`config.mk`:
```
export PLATFORM = sky130hd
export DESIGN_NAME = timer2_reload_capture
export DESIGN_NICKNAME = d
export VERILOG_FILES = /design/src/hw/timer2_pkg.sv /design/src/hw/timer2_reload_capture.sv
export SDC_FILE = /design/constraint.sdc
export NUM_CORES = 1
export LEC_CHECK = 0
export BUFFER_PORTS_ARGS = -buffer_cell sky130_fd_sc_hd__buf_2
export CORE_MARGIN = 2
export CORE_UTILIZATION = 44
export CTS_BUF_LIST = sky130_fd_sc_hd__clkbuf_8
export DETAILED_ROUTE_END_ITERATION = 12
export GPL_TIMING_DRIVEN = 0
export HOLD_SLACK_MARGIN = 0.03
export MAX_ROUTING_LAYER = met4
export REMOVE_ABC_BUFFERS = 1
export SLEW_MARGIN = 15
export SYNTH_ARGS = -nofsm -noshare
export SYNTH_HDL_FRONTEND = slang
export SYNTH_SLANG_ARGS = --single-unit
```
`constraint.sdc`:
```
create_clock -name i_clk -period 2.2 [get_ports i_clk]
set_clock_uncertainty 0.15 [all_clocks]
set_input_delay 0.22 -clock i_clk [delete_from_list [all_inputs] [get_ports i_clk]]
set_output_delay 0.22 -clock i_clk [all_outputs]
set_load 0.03 [all_outputs]
```
`src/hw/timer2_pkg.sv`:
```
// package of constants and types for the reload/capture timer
package timer2_pkg;

  // bus widths
  localparam int ADDR_W = 8;
  localparam int DATA_W = 8;

  // register byte addresses
  localparam logic [7:0] OFF_CONTROL     = 8'hc8;
  localparam logic [7:0] OFF_COUNT_LOW   = 8'hcc;
  localparam logic [7:0] OFF_COUNT_HIGH  = 8'hd0;
  localparam logic [7:0] OFF_RELOAD_LOW  = 8'hd4;
  localparam logic [7:0] OFF_RELOAD_HIGH = 8'hd8;
  localparam logic [7:0] OFF_CLOCK_SEL   = 8'hdc;
  localparam logic [7:0] OFF_IRQ_ENABLE  = 8'he0;
  localparam logic [7:0] OFF_IRQ_STATUS  = 8'he4;
  localparam logic [7:0] OFF_IRQ_MASK    = 8'he8;

  // reset values and byte maximum
  localparam logic [7:0] RST_CONTROL = 8'h00;
  localparam logic [7:0] RST_BYTE = 8'h00;
  localparam logic [2:0] RST_EVENTS = 3'h0;
  localparam logic [7:0] BYTE_MAX = 8'hff;

  // clock select register fields
  localparam int CKSEL_LOW_BIT = 0;
  localparam int CKSEL_HIGH_BIT = 1;
  // irq enable register field
  localparam int IE_TIMER_BIT = 0;
  // event status / mask field positions
  localparam int EV_HIGH_OVF = 0;
  localparam int EV_LOW_OVF = 1;
  localparam int EV_CAPTURE = 2;
  localparam int EV_W = 3;

  // clock dividers
  localparam int DIV_SYS = 12;
  localparam int DIV_EXT = 8;
  localparam logic [3:0] DIV_SYS_LAST = 4'(DIV_SYS - 1);
  localparam logic [2:0] DIV_EXT_LAST = 3'(DIV_EXT - 1);

  // control register layout, bit 7 down to bit 0
  typedef struct packed {
    logic high_overflow_flag;
    logic low_overflow_flag;
    logic low_byte_irq_enable;
    logic capture_enable;
    logic split_mode;
    logic run_bit;
    logic unused_bit;
    logic external_clock_select;
  } ctrl_s;

  // register bus request
  typedef struct packed {
    logic [ADDR_W-1:0] addr;
    logic [DATA_W-1:0] wdata;
    logic wr;
    logic rd;
  } bus_req_s;

endpackage : timer2_pkg

```
`src/hw/timer2_reload_capture.sv`:
```
// reload/capture timer: 16-bit or split 8-bit auto-reload, comparator capture
//
// Our own choice: the strobed register port.
`timescale 1ns/1ps
module timer2_reload_capture (
  // clock and reset
  input wire logic i_clk,
  input wire logic i_srst,
  // register bus
  input wire timer2_pkg::bus_req_s i_bus,
  output logic [timer2_pkg::DATA_W-1:0] o_rdata,
  // asynchronous inputs from outside the clock domain
  input wire logic i_ext_osc,
  input wire logic i_cmp_out,
  // interrupt
  output logic o_irq
);
  import timer2_pkg::*;

  // address compare used by every register
  function automatic logic hit(input logic [7:0] a, input logic [7:0] off);
    hit = (a == off);
  endfunction : hit

  ctrl_s ctrl_r;
  logic [7:0] cnt_lo_r;
  logic [7:0] cnt_hi_r;
  logic [7:0] rl_lo_r;
  logic [7:0] rl_hi_r;
  logic [1:0] cksel_r;
  logic ie_r;
  logic [EV_W-1:0] status_r;
  logic [EV_W-1:0] mask_r;
  logic [3:0] div_sys_r;
  logic div_sys_tick_r;
  logic [2:0] div_ext_r;
  logic ext_tick_r;
  logic ext_s1_r;
  logic ext_s2_r;
  logic ext_s3_r;
  logic ext_lvl_r;
  logic cmp_s1_r;
  logic cmp_s2_r;
  logic cmp_s3_r;
  logic cmp_lvl_r;
  logic cmp_rise_r;

  // write strobes per register
  logic wr_ctrl;
  logic wr_lo;
  logic wr_hi;
  logic wr_rl_lo;
  logic wr_rl_hi;
  logic wr_cksel;
  logic wr_ie;
  logic wr_st;
  logic wr_mask;

  always_comb begin
    wr_ctrl = i_bus.wr && hit(i_bus.addr, OFF_CONTROL);
    wr_lo = i_bus.wr && hit(i_bus.addr, OFF_COUNT_LOW);
    wr_hi = i_bus.wr && hit(i_bus.addr, OFF_COUNT_HIGH);
    wr_rl_lo = i_bus.wr && hit(i_bus.addr, OFF_RELOAD_LOW);
    wr_rl_hi = i_bus.wr && hit(i_bus.addr, OFF_RELOAD_HIGH);
    wr_cksel = i_bus.wr && hit(i_bus.addr, OFF_CLOCK_SEL);
    wr_ie = i_bus.wr && hit(i_bus.addr, OFF_IRQ_ENABLE);
    wr_st = i_bus.wr && hit(i_bus.addr, OFF_IRQ_STATUS);
    wr_mask = i_bus.wr && hit(i_bus.addr, OFF_IRQ_MASK);
  end

  // system clock divided by 12, one-cycle enable
  always_ff @(posedge i_clk) begin
    if (i_srst) begin
      div_sys_r <= 4'h0;
      div_sys_tick_r <= 1'b0;
    end else begin
      div_sys_tick_r <= (div_sys_r == DIV_SYS_LAST);
      div_sys_r <= (div_sys_r == DIV_SYS_LAST) ? 4'h0 : div_sys_r + 4'h1;
    end
  end

  // three-stage synchronisers; a level counts once stages two and three agree
  always_ff @(posedge i_clk) begin
    if (i_srst) begin
      ext_s1_r <= 1'b0;
      ext_s2_r <= 1'b0;
      ext_s3_r <= 1'b0;
      cmp_s1_r <= 1'b0;
      cmp_s2_r <= 1'b0;
      cmp_s3_r <= 1'b0;
    end else begin
      ext_s1_r <= i_ext_osc;
      ext_s2_r <= ext_s1_r;
      ext_s3_r <= ext_s2_r;
      cmp_s1_r <= i_cmp_out;
      cmp_s2_r <= cmp_s1_r;
      cmp_s3_r <= cmp_s2_r;
    end
  end

  // external oscillator divided by 8 on its qualified rising edges
  always_ff @(posedge i_clk) begin
    if (i_srst) begin
      ext_lvl_r <= 1'b0;
      div_ext_r <= 3'h0;
      ext_tick_r <= 1'b0;
    end else begin
      ext_tick_r <= 1'b0;
      if (ext_s2_r == ext_s3_r) begin
        ext_lvl_r <= ext_s3_r;
        if (ext_s3_r && !ext_lvl_r) begin
          div_ext_r <= div_ext_r + 3'h1;
          ext_tick_r <= (div_ext_r == DIV_EXT_LAST);
        end
      end
    end
  end

  // comparator rising edge, filtered the same way to avoid glitch captures
  always_ff @(posedge i_clk) begin
    if (i_srst) begin
      cmp_lvl_r <= 1'b0;
      cmp_rise_r <= 1'b0;
    end else begin
      cmp_rise_r <= 1'b0;
      if (cmp_s2_r == cmp_s3_r) begin
        cmp_lvl_r <= cmp_s3_r;
        cmp_rise_r <= cmp_s3_r && !cmp_lvl_r;
      end
    end
  end

  // clock selection and count enables
  logic cap_mode;
  logic shared_tick;
  logic tick_lo;
  logic tick_hi;
  logic lo_inc;
  logic hi_inc;
  logic lo_roll;
  logic hi_roll;
  logic cap_event;

  always_comb begin
    cap_mode = ctrl_r.capture_enable && !ctrl_r.split_mode;
    shared_tick = ctrl_r.external_clock_select ? ext_tick_r : div_sys_tick_r;
    if (cap_mode) begin
      tick_lo = cksel_r[CKSEL_LOW_BIT] ? 1'b1 : div_sys_tick_r;
    end else begin
      tick_lo = cksel_r[CKSEL_LOW_BIT] ? 1'b1 : shared_tick;
    end
    tick_hi = cksel_r[CKSEL_HIGH_BIT] ? 1'b1 : shared_tick;
    if (ctrl_r.split_mode) begin
      lo_inc = tick_lo;
      hi_inc = ctrl_r.run_bit && tick_hi;
    end else begin
      lo_inc = ctrl_r.run_bit && tick_lo;
      hi_inc = lo_inc && (cnt_lo_r == BYTE_MAX);
    end
    lo_roll = lo_inc && (cnt_lo_r == BYTE_MAX);
    hi_roll = hi_inc && (cnt_hi_r == BYTE_MAX);
    cap_event = cap_mode && cmp_rise_r;
  end

  // count bytes; a software write to a byte wins over counting it
  logic [7:0] cnt_lo_nxt;
  logic [7:0] cnt_hi_nxt;

  always_comb begin
    cnt_lo_nxt = cnt_lo_r;
    cnt_hi_nxt = cnt_hi_r;
    if (lo_inc) begin
      if (ctrl_r.split_mode && lo_roll) begin
        cnt_lo_nxt = rl_lo_r;
      end else if (!ctrl_r.split_mode && hi_roll && !cap_mode) begin
        cnt_lo_nxt = rl_lo_r;
      end else begin
        cnt_lo_nxt = cnt_lo_r + 8'h01;
      end
    end
    if (hi_inc) begin
      if (hi_roll && (ctrl_r.split_mode || !cap_mode)) begin
        cnt_hi_nxt = rl_hi_r;
      end else begin
        cnt_hi_nxt = cnt_hi_r + 8'h01;
      end
    end
    if (wr_lo) begin
      cnt_lo_nxt = i_bus.wdata;
    end
    if (wr_hi) begin
      cnt_hi_nxt = i_bus.wdata;
    end
  end

  always_ff @(posedge i_clk) begin
    if (i_srst) begin
      cnt_lo_r <= RST_BYTE;
      cnt_hi_r <= RST_BYTE;
    end else begin
      cnt_lo_r <= cnt_lo_nxt;
      cnt_hi_r <= cnt_hi_nxt;
    end
  end

  // reload bytes; a capture beats a software write in the same cycle
  always_ff @(posedge i_clk) begin
    if (i_srst) begin
      rl_lo_r <= RST_BYTE;
      rl_hi_r <= RST_BYTE;
    end else if (cap_event) begin
      rl_lo_r <= cnt_lo_r;
      rl_hi_r <= cnt_hi_r;
    end else begin
      if (wr_rl_lo) begin
        rl_lo_r <= i_bus.wdata;
      end
      if (wr_rl_hi) begin
        rl_hi_r <= i_bus.wdata;
      end
    end
  end

  // control register; hardware only sets flags, and a set beats a write
  always_ff @(posedge i_clk) begin
    if (i_srst) begin
      ctrl_r <= ctrl_s'(RST_CONTROL);
    end else begin
      if (wr_ctrl) begin
        ctrl_r <= ctrl_s'(i_bus.wdata);
        ctrl_r.unused_bit <= 1'b0;
      end
      if (lo_roll) begin
        ctrl_r.low_overflow_flag <= 1'b1;
      end else if (wr_ctrl) begin
        ctrl_r.low_overflow_flag <= i_bus.wdata[6];
      end
      if (hi_roll || cap_event) begin
        ctrl_r.high_overflow_flag <= 1'b1;
      end else if (wr_ctrl) begin
        ctrl_r.high_overflow_flag <= i_bus.wdata[7];
      end
    end
  end

  // configuration registers
  always_ff @(posedge i_clk) begin
    if (i_srst) begin
      cksel_r <= 2'h0;
      ie_r <= 1'b0;
      mask_r <= RST_EVENTS;
    end else begin
      if (wr_cksel) begin
        cksel_r <= i_bus.wdata[1:0];
      end
      if (wr_ie) begin
        ie_r <= i_bus.wdata[IE_TIMER_BIT];
      end
      if (wr_mask) begin
        mask_r <= i_bus.wdata[EV_W-1:0];
      end
    end
  end

  // sticky event status, write one to clear; a new event wins
  logic [EV_W-1:0] ev_now;
  always_comb begin
    ev_now = RST_EVENTS;
    ev_now[EV_HIGH_OVF] = hi_roll;
    ev_now[EV_LOW_OVF] = lo_roll;
    ev_now[EV_CAPTURE] = cap_event;
  end

  always_ff @(posedge i_clk) begin
    if (i_srst) begin
      status_r <= RST_EVENTS;
    end else if (wr_st) begin
      status_r <= (status_r & ~i_bus.wdata[EV_W-1:0]) | ev_now;
    end else begin
      status_r <= status_r | ev_now;
    end
  end

  // interrupt level: timer flags under the global enable, or masked status
  always_comb begin
    o_irq = (ie_r && (ctrl_r.high_overflow_flag
             || (ctrl_r.low_overflow_flag && ctrl_r.low_byte_irq_enable)))
            || |(status_r & mask_r);
  end

  // read data, valid only in the cycle after the strobe; unmapped reads zero
  always_ff @(posedge i_clk) begin
    if (i_srst) begin
      o_rdata <= RST_BYTE;
    end else if (!i_bus.rd) begin
      o_rdata <= RST_BYTE;
    end else if (hit(i_bus.addr, OFF_CONTROL)) begin
      o_rdata <= {ctrl_r[7:2], 1'b0, ctrl_r[0]};
    end else if (hit(i_bus.addr, OFF_COUNT_LOW)) begin
      o_rdata <= cnt_lo_r;
    end else if (hit(i_bus.addr, OFF_COUNT_HIGH)) begin
      o_rdata <= cnt_hi_r;
    end else if (hit(i_bus.addr, OFF_RELOAD_LOW)) begin
      o_rdata <= rl_lo_r;
    end else if (hit(i_bus.addr, OFF_RELOAD_HIGH)) begin
      o_rdata <= rl_hi_r;
    end else if (hit(i_bus.addr, OFF_CLOCK_SEL)) begin
      o_rdata <= {6'h00, cksel_r};
    end else if (hit(i_bus.addr, OFF_IRQ_ENABLE)) begin
      o_rdata <= {7'h00, ie_r};
    end else if (hit(i_bus.addr, OFF_IRQ_STATUS)) begin
      o_rdata <= {5'h00, status_r};
    end else if (hit(i_bus.addr, OFF_IRQ_MASK)) begin
      o_rdata <= {5'h00, mask_r};
    end else begin
      o_rdata <= RST_BYTE;
    end
  end

  // checks on the counting and flag logic
  a_wrap_reload: assert property (@(posedge i_clk) disable iff (i_srst)
    (!ctrl_r.split_mode && !cap_mode && hi_roll && !wr_lo && !wr_hi && !wr_rl_lo
     && !wr_rl_hi) |=> ({cnt_hi_r, cnt_lo_r} == {$past(rl_hi_r), $past(rl_lo_r)}))
    else $error("16-bit wrap did not load reload value");

  a_high_flag_set: assert property (@(posedge i_clk) disable iff (i_srst)
    hi_roll |=> ctrl_r.high_overflow_flag)
    else $error("high rollover did not set high flag");

  a_low_flag_set: assert property (@(posedge i_clk) disable iff (i_srst)
    (lo_inc && cnt_lo_r == BYTE_MAX) |=> ctrl_r.low_overflow_flag)
    else $error("low rollover did not set low flag");

  a_flag_sticky: assert property (@(posedge i_clk) disable iff (i_srst)
    (ctrl_r.high_overflow_flag && !wr_ctrl) |=> ctrl_r.high_overflow_flag)
    else $error("high flag cleared without a write");

  a_capture_copy: assert property (@(posedge i_clk) disable iff (i_srst)
    cap_event |=> (rl_hi_r == $past(cnt_hi_r) && rl_lo_r == $past(cnt_lo_r)
                   && ctrl_r.high_overflow_flag))
    else $error("capture did not copy count");

  a_irq_high: assert property (@(posedge i_clk) disable iff (i_srst)
    (ie_r && ctrl_r.high_overflow_flag) |-> o_irq)
    else $error("irq missing for high flag");

  a_irq_low_gate: assert property (@(posedge i_clk) disable iff (i_srst)
    (!ie_r && (status_r & mask_r) == RST_EVENTS) |-> !o_irq)
    else $error("irq raised while disabled");

  a_irq_low_en: assert property (@(posedge i_clk) disable iff (i_srst)
    (ie_r && ctrl_r.low_byte_irq_enable && ctrl_r.low_overflow_flag) |-> o_irq)
    else $error("irq missing for low flag");

  a_unused_zero: assert property (@(posedge i_clk) disable iff (i_srst)
    (i_bus.rd && hit(i_bus.addr, OFF_CONTROL)) |=> !o_rdata[1])
    else $error("unused control bit read non-zero");

  a_split_run_gate: assert property (@(posedge i_clk) disable iff (i_srst)
    (ctrl_r.split_mode && !ctrl_r.run_bit && !wr_hi) |=> $stable(cnt_hi_r))
    else $error("high byte counted while stopped in split mode");

  a_div_spacing: assert property (@(posedge i_clk) disable iff (i_srst)
    div_sys_tick_r |=> !div_sys_tick_r [*8] ##1 !div_sys_tick_r ##1 !div_sys_tick_r
    ##1 !div_sys_tick_r ##1 div_sys_tick_r)
    else $error("system divide-by-12 enable spacing wrong");

  c_wrap16: cover property (@(posedge i_clk) disable iff (i_srst)
    !ctrl_r.split_mode && hi_roll);
  c_split_low_reload: cover property (@(posedge i_clk) disable iff (i_srst)
    ctrl_r.split_mode && lo_roll);
  c_capture: cover property (@(posedge i_clk) disable iff (i_srst) cap_event);
  c_ext_tick: cover property (@(posedge i_clk) disable iff (i_srst)
    ctrl_r.external_clock_select && ext_tick_r && lo_inc);

endmodule : timer2_reload_capture

```
; ---- Yosys cells after proc, flatten, opt, wreduce, memory -nomap -nowiden
; Index checks and enable logic that the tools add are counted.
[word_totals]
elab_cells = 135
out_inout_bits = 9
regBits = 74
in_bits = 22
[op_classes]
addsub = 4
eq_ne = 15
bitwise = 9
n_reduce_logical = 45
n_mux = 32
[op_table]
columns = operator, count
row1 = $mux W8, 16
row2 = $eq A8 B8 Y1 const B, 11
row3 = $logic_and A1 B1 Y1, 24
row4 = $add A8 B1 Y8 const B, 2
row5 = $mux W3, 5
row6 = $reduce_bool A2 Y1, 6
row7 = $mux W1, 11
row8 = $reduce_or A3 Y1, 3
row9 = $and A3 B3 Y3, 2
row10 = $or A3 B3 Y3, 2
row11 = $reduce_or A2 Y1, 3
row12 = $add A4 B1 Y4 const B, 1
row13 = $eq A4 B4 Y1 const B, 1
row14 = $logic_not A1 Y1, 4
row15 = $logic_or A1 B1 Y1, 4
row16 = $not A1 Y1, 4
row17 = $add A3 B1 Y3 const B, 1
row18 = $eq A3 B3 Y1 const B, 1
row19 = $not A3 Y3, 1
row20 = $eq A1 B1 Y1, 2
row21 = $reduce_and A2 Y1, 1

; ---- Depth between registers and ports, before layout
[depth]
word_depth = 13
depth_mapped = 8
ltp_nobuf = 7

; ---- Worst setup path before layout
; No wires, ideal clock.
[synth_timing]
kind = register -> register
from = reg cnt_hi_r[1]
to = reg cnt_lo_r[1]
setup_time_ns = 0.130
required_time_ns = 1.920
n_path_buf = 1
period_less_slack_ns = 2.230
arrival_ns = 1.950
path_slack_ns = -0.030
path_stages_with_launch = 9
path_cell_list = dfxtp_1 -> ha_1 -> nand4_1 -> or3_1 -> and4bb_1 -> buf_4 -> nor3_2 -> a222oi_1 -> o21ai_1
[synth_via]
elab_chain_cells = 8
[synth_rtl]
columns = element, line_no
row1 = start: declaration, timer2_reload_capture.sv:27  ; logic [7:0] cnt_hi_r;
row2 = start signal: assignment, timer2_reload_capture.sv:202  ; cnt_hi_r <= cnt_hi_nxt;
row3 = $eq A8 B8 Y1, timer2_reload_capture.sv:161  ; hi_roll = hi_inc && (cnt_hi_r == BYTE_MAX);
row4 = $logic_and A1 B1 Y1, timer2_reload_capture.sv:161
row5 = $logic_and A1 B1 Y1 (2 in a row), timer2_reload_capture.sv:175  ; end else if (!ctrl_r.split_mode && hi_roll && !cap_mode) begin
row6 = $mux W8, timer2_reload_capture.sv:175
row7 = $mux W8, timer2_reload_capture.sv:173  ; if (ctrl_r.split_mode && lo_roll) begin
row8 = $mux W8, timer2_reload_capture.sv:172  ; if (lo_inc) begin
row9 = $mux W8, timer2_reload_capture.sv:188  ; if (wr_lo) begin
row10 = end signal: assignment, timer2_reload_capture.sv:201  ; cnt_lo_r <= cnt_lo_nxt;
row11 = end: declaration, timer2_reload_capture.sv:26  ; logic [7:0] cnt_lo_r;
; No other way between the ends. The select of a mux whose other input is x is not followed.
; A chain may end at the register's enable or synchronous reset.

; ---- Worst setup path in the final report
[layout_timing]
from = reg cnt_hi_r[0]
to = reg cnt_lo_r[1]
; Same word-level chain as after synthesis.

==> results.toml <==
[outcome]
run_status = "finished with violations"
violations = "setup timing"

[sta]
fin_crit_ns = 2.23
setup_viol = 2
final.setup.worst_slack_ns = -0.0281
drv_slew = 0
fin_crit_sh = 1.01
fmax_mhz = 449
slew_headroom = 0.550
hold_viol = 0
grt_setup_unrepaired = "yes"
finalSetupTns_ns = -0.0377
worst_pin_slew_ns = 0.672

[synth]
avgSynthCellArea_um2 = 8.19
synth_area_um2 = 3770
synth_edf_count = 0
synth_xor_area_frac = 0.0209
synth_cells = 461
ys_seq_area_frac = 0.393
ys_async_sr_fraction = 0
synth-simple-area-share = 0.256
synth_top_family_by_area = "simple AND/OR/NAND/NOR gates"
synth_compound_area_frac = 0.216
synth.distinct_cells = 57
synthFlopType = "dfxtp_1"
synth-adder-area-share = 0.0166
muxShareOfSynthArea = 0.0504
synth-seq-cells = 74
ys_warn_count = 0

[final_layout]
layout-drive-gt1-share = 0.190
fin_nets = 512
area_growth_pct = 15.5
final_cell_mix = "59 x dfxtp_1, 51 x nand2_1, 45 x nor2_1, 30 x nand3_1, 30 x buf_2"
final_common_cell = "dfxtp_1"
antenna_cells = 0

[pwr]
peakVddDrop_v = 0.000526
power_density_nw_per_um2 = 573
leakage_nw = 1.54

[routing]
drtIter0Drc = 269
routed-via-count = 3628
route.detailed.drc = 0
wl_um = 10700
drt_pre_antenna_iters = 6
detail-route-antenna-nets = 0
viasPerCell = 6.11
wl_per_cell_um = 18.1

[worst_setup_path]
cp-start-kind = "flop"
crit_fanout = 6
path_class = "reg2reg"
arrival_ns = 2.30
required_ns = 2.27
r2r_slack_ns = -0.03
end_kind = "flop"

[grt]
antenna_found_initial = 0
gr-usage-all-layers = 0.240
grt_pass1_wl_um = 17700
grt-ovfl-total = 0
grt_pass1_vias = 3385
grt_max_degree = 62

[placement]
detailedPlace.worstSlack_ns = -0.622
portBuffers = 30
gp_congestion = 0.907
dpl.hpwl_um = 7270

[worst_hold_path]
min_path_type = "in2reg"

[clock_tree]
clockBufferDepth = 2
cts_htree_levels = 3
clock-sinks = 74
cts_tree = "done"
cts.clk_slew.worst_paths_ns = 0.08
root_buffer = "clkbuf_8"
clock_latency_ns = 0.35
cts-buffers-inserted = 9

[floorplan]
die_w_um = 96.6
row_count = 33
die_h_um = 96.6
die_area_um2 = 9330
core_area_um2 = 8260
ios = 31
start_util = 0.457

[flow_run]
drv_cap = 0
stage by stage:
| step | power, mW | util | hold slack, ns | area, µm² | cells |
|---|---|---|---|---|---|
| 5_1_grt | 2.58 | 0.528 | 0.0404 | 4360 | 594 |
| 2_1_floorplan | 1.42 | - | 0.139 | 3650 | 431 |
| 6_report | 2.50 | 0.528 | 0.0448 | 4360 | 594 |
| 4_1_cts | 2.52 | 0.517 | 0.0338 | 4270 | 590 |
| 3_5_place_dp | 1.51 | 0.478 | 0.278 | 3940 | 567 |
| 3_3_place_gp | 1.50 | 0.476 | 0.268 | 3930 | 566 |
layer usage:
layer	track usage	wire length [µm]	up-vias
li1	-	-	1749
met1	0.328	4960	1745
met2	0.364	5060	125
met3	0.0405	605	9
met4	0.0758	110	0
met5	-	0	-
kinds of logic after synthesis:
| family | Yosys count |
|---|---|
| adder cells (fa/ha/maj) | 5 |
| AND/OR/NAND/NOR | 194 |
| AO/OA/AOI/OAI | 114 |
| multiplexers | 19 |
| XOR/XNOR | 9 |
| flip-flops | 74 |
| buffers and inverters | 46 |
cell usage after synthesis, types with 2 or more instances:
| cell type | count | area (µm²) |
|---|---|---|
| dfxtp_1 | 74 | 1480 |
| nand2_1 | 52 | 195 |
| nor2_1 | 48 | 180 |
| a21oi_1 | 30 | 150 |
| nand3_1 | 30 | 150 |
| clkbuf_1 | 21 | 78.8 |
| mux2i_1 | 19 | 190 |
| a311oi_1 | 17 | 149 |
| inv_1 | 16 | 60.1 |
| nor2b_1 | 13 | 81.3 |
| o21ai_0 | 13 | 65.1 |
| a222oi_1 | 8 | 80.1 |
| a221oi_1 | 7 | 61.3 |
| a22oi_1 | 7 | 52.6 |
| nor4_1 | 7 | 43.8 |
| xor2_1 | 7 | 61.3 |
| a211oi_1 | 6 | 45.0 |
| nand4_1 | 6 | 37.5 |
| a31oi_1 | 5 | 31.3 |
| ha_1 | 5 | 62.6 |
| nor3_1 | 5 | 25.0 |
| buf_2 | 4 | 20.0 |
| nand3b_1 | 4 | 30.0 |
| or3_1 | 4 | 25.0 |
| and2_1 | 3 | 18.8 |
| and3_1 | 3 | 18.8 |
| buf_1 | 3 | 11.3 |
| nand2b_1 | 3 | 18.8 |
| nor3b_1 | 3 | 22.5 |
| o22ai_1 | 3 | 18.8 |
| a211o_1 | 2 | 17.5 |
| and3b_1 | 2 | 17.5 |
| and4_1 | 2 | 17.5 |
| nor3_2 | 2 | 20.0 |
| nor4bb_1 | 2 | 20.0 |
| o211ai_1 | 2 | 15.0 |
| or4_1 | 2 | 15.0 |
| xnor2_1 | 2 | 17.5 |
where the power goes:
part           internal, mW  switching, mW
sequential             1.35        0.00719
clock                 0.511          0.503
combinational        0.0405         0.0879
total                  1.90          0.598
cell type report:
cell class | instances | area, µm²
fill | 822 | 3900
multi-input combinational | 341 | 2220
sequential | 74 | 1510
timing repair buffer | 43 | 255
tap | 105 | 131
clock buffer | 9 | 124
clock inverter | 6 | 60.1
inverter | 16 | 60.1
sequential cells by signal (all words and copies together) (netlist names), 2 cells and up:
signal / flops
cksel_r: 2
cnt_hi_r: 8
cnt_lo_r: 8
ctrl_r: 7
div_ext_r: 3
div_sys_r: 4
mask_r: 3
o_rdata: 8
rl_hi_r: 8
rl_lo_r: 8
status_r: 3
final timing paths:
| check | startpoint | to | depth (start not counted) |
|---|---|---|---|
| setup / recovery | cnt_hi_r[0] | cnt_lo_r[1] | 7 |
| setup reg to reg | cnt_hi_r[0] | cnt_lo_r[1] | 7 |
| hold / removal | i_bus[6] | ctrl_r[4] | 3 |
| hold reg to reg | cmp_s1_r | cmp_s2_r | 1 |
what timing repair did:
item | CTS | global route
hold buffers | 3 | 0
pin swaps | 5 | 2
setup buffers | 5 | 4
endpoints found under the hold margin | 3 | 0
cloned | 0 | 0
gates resized for setup | 27 | 19
setup endpoints to repair | 32 | 23
worst max-delay path, stage by stage, from the launching register on:
cell	delay, ns
dfxtp_4	0.37
ha_4	0.15
nand4_1	0.16
or3_1	0.34
and4bb_4	0.38
nor3_2	0.07
a222oi_1	0.37
o21ai_1	0.11
No activity file was read; power rests on OpenSTA's default activity.
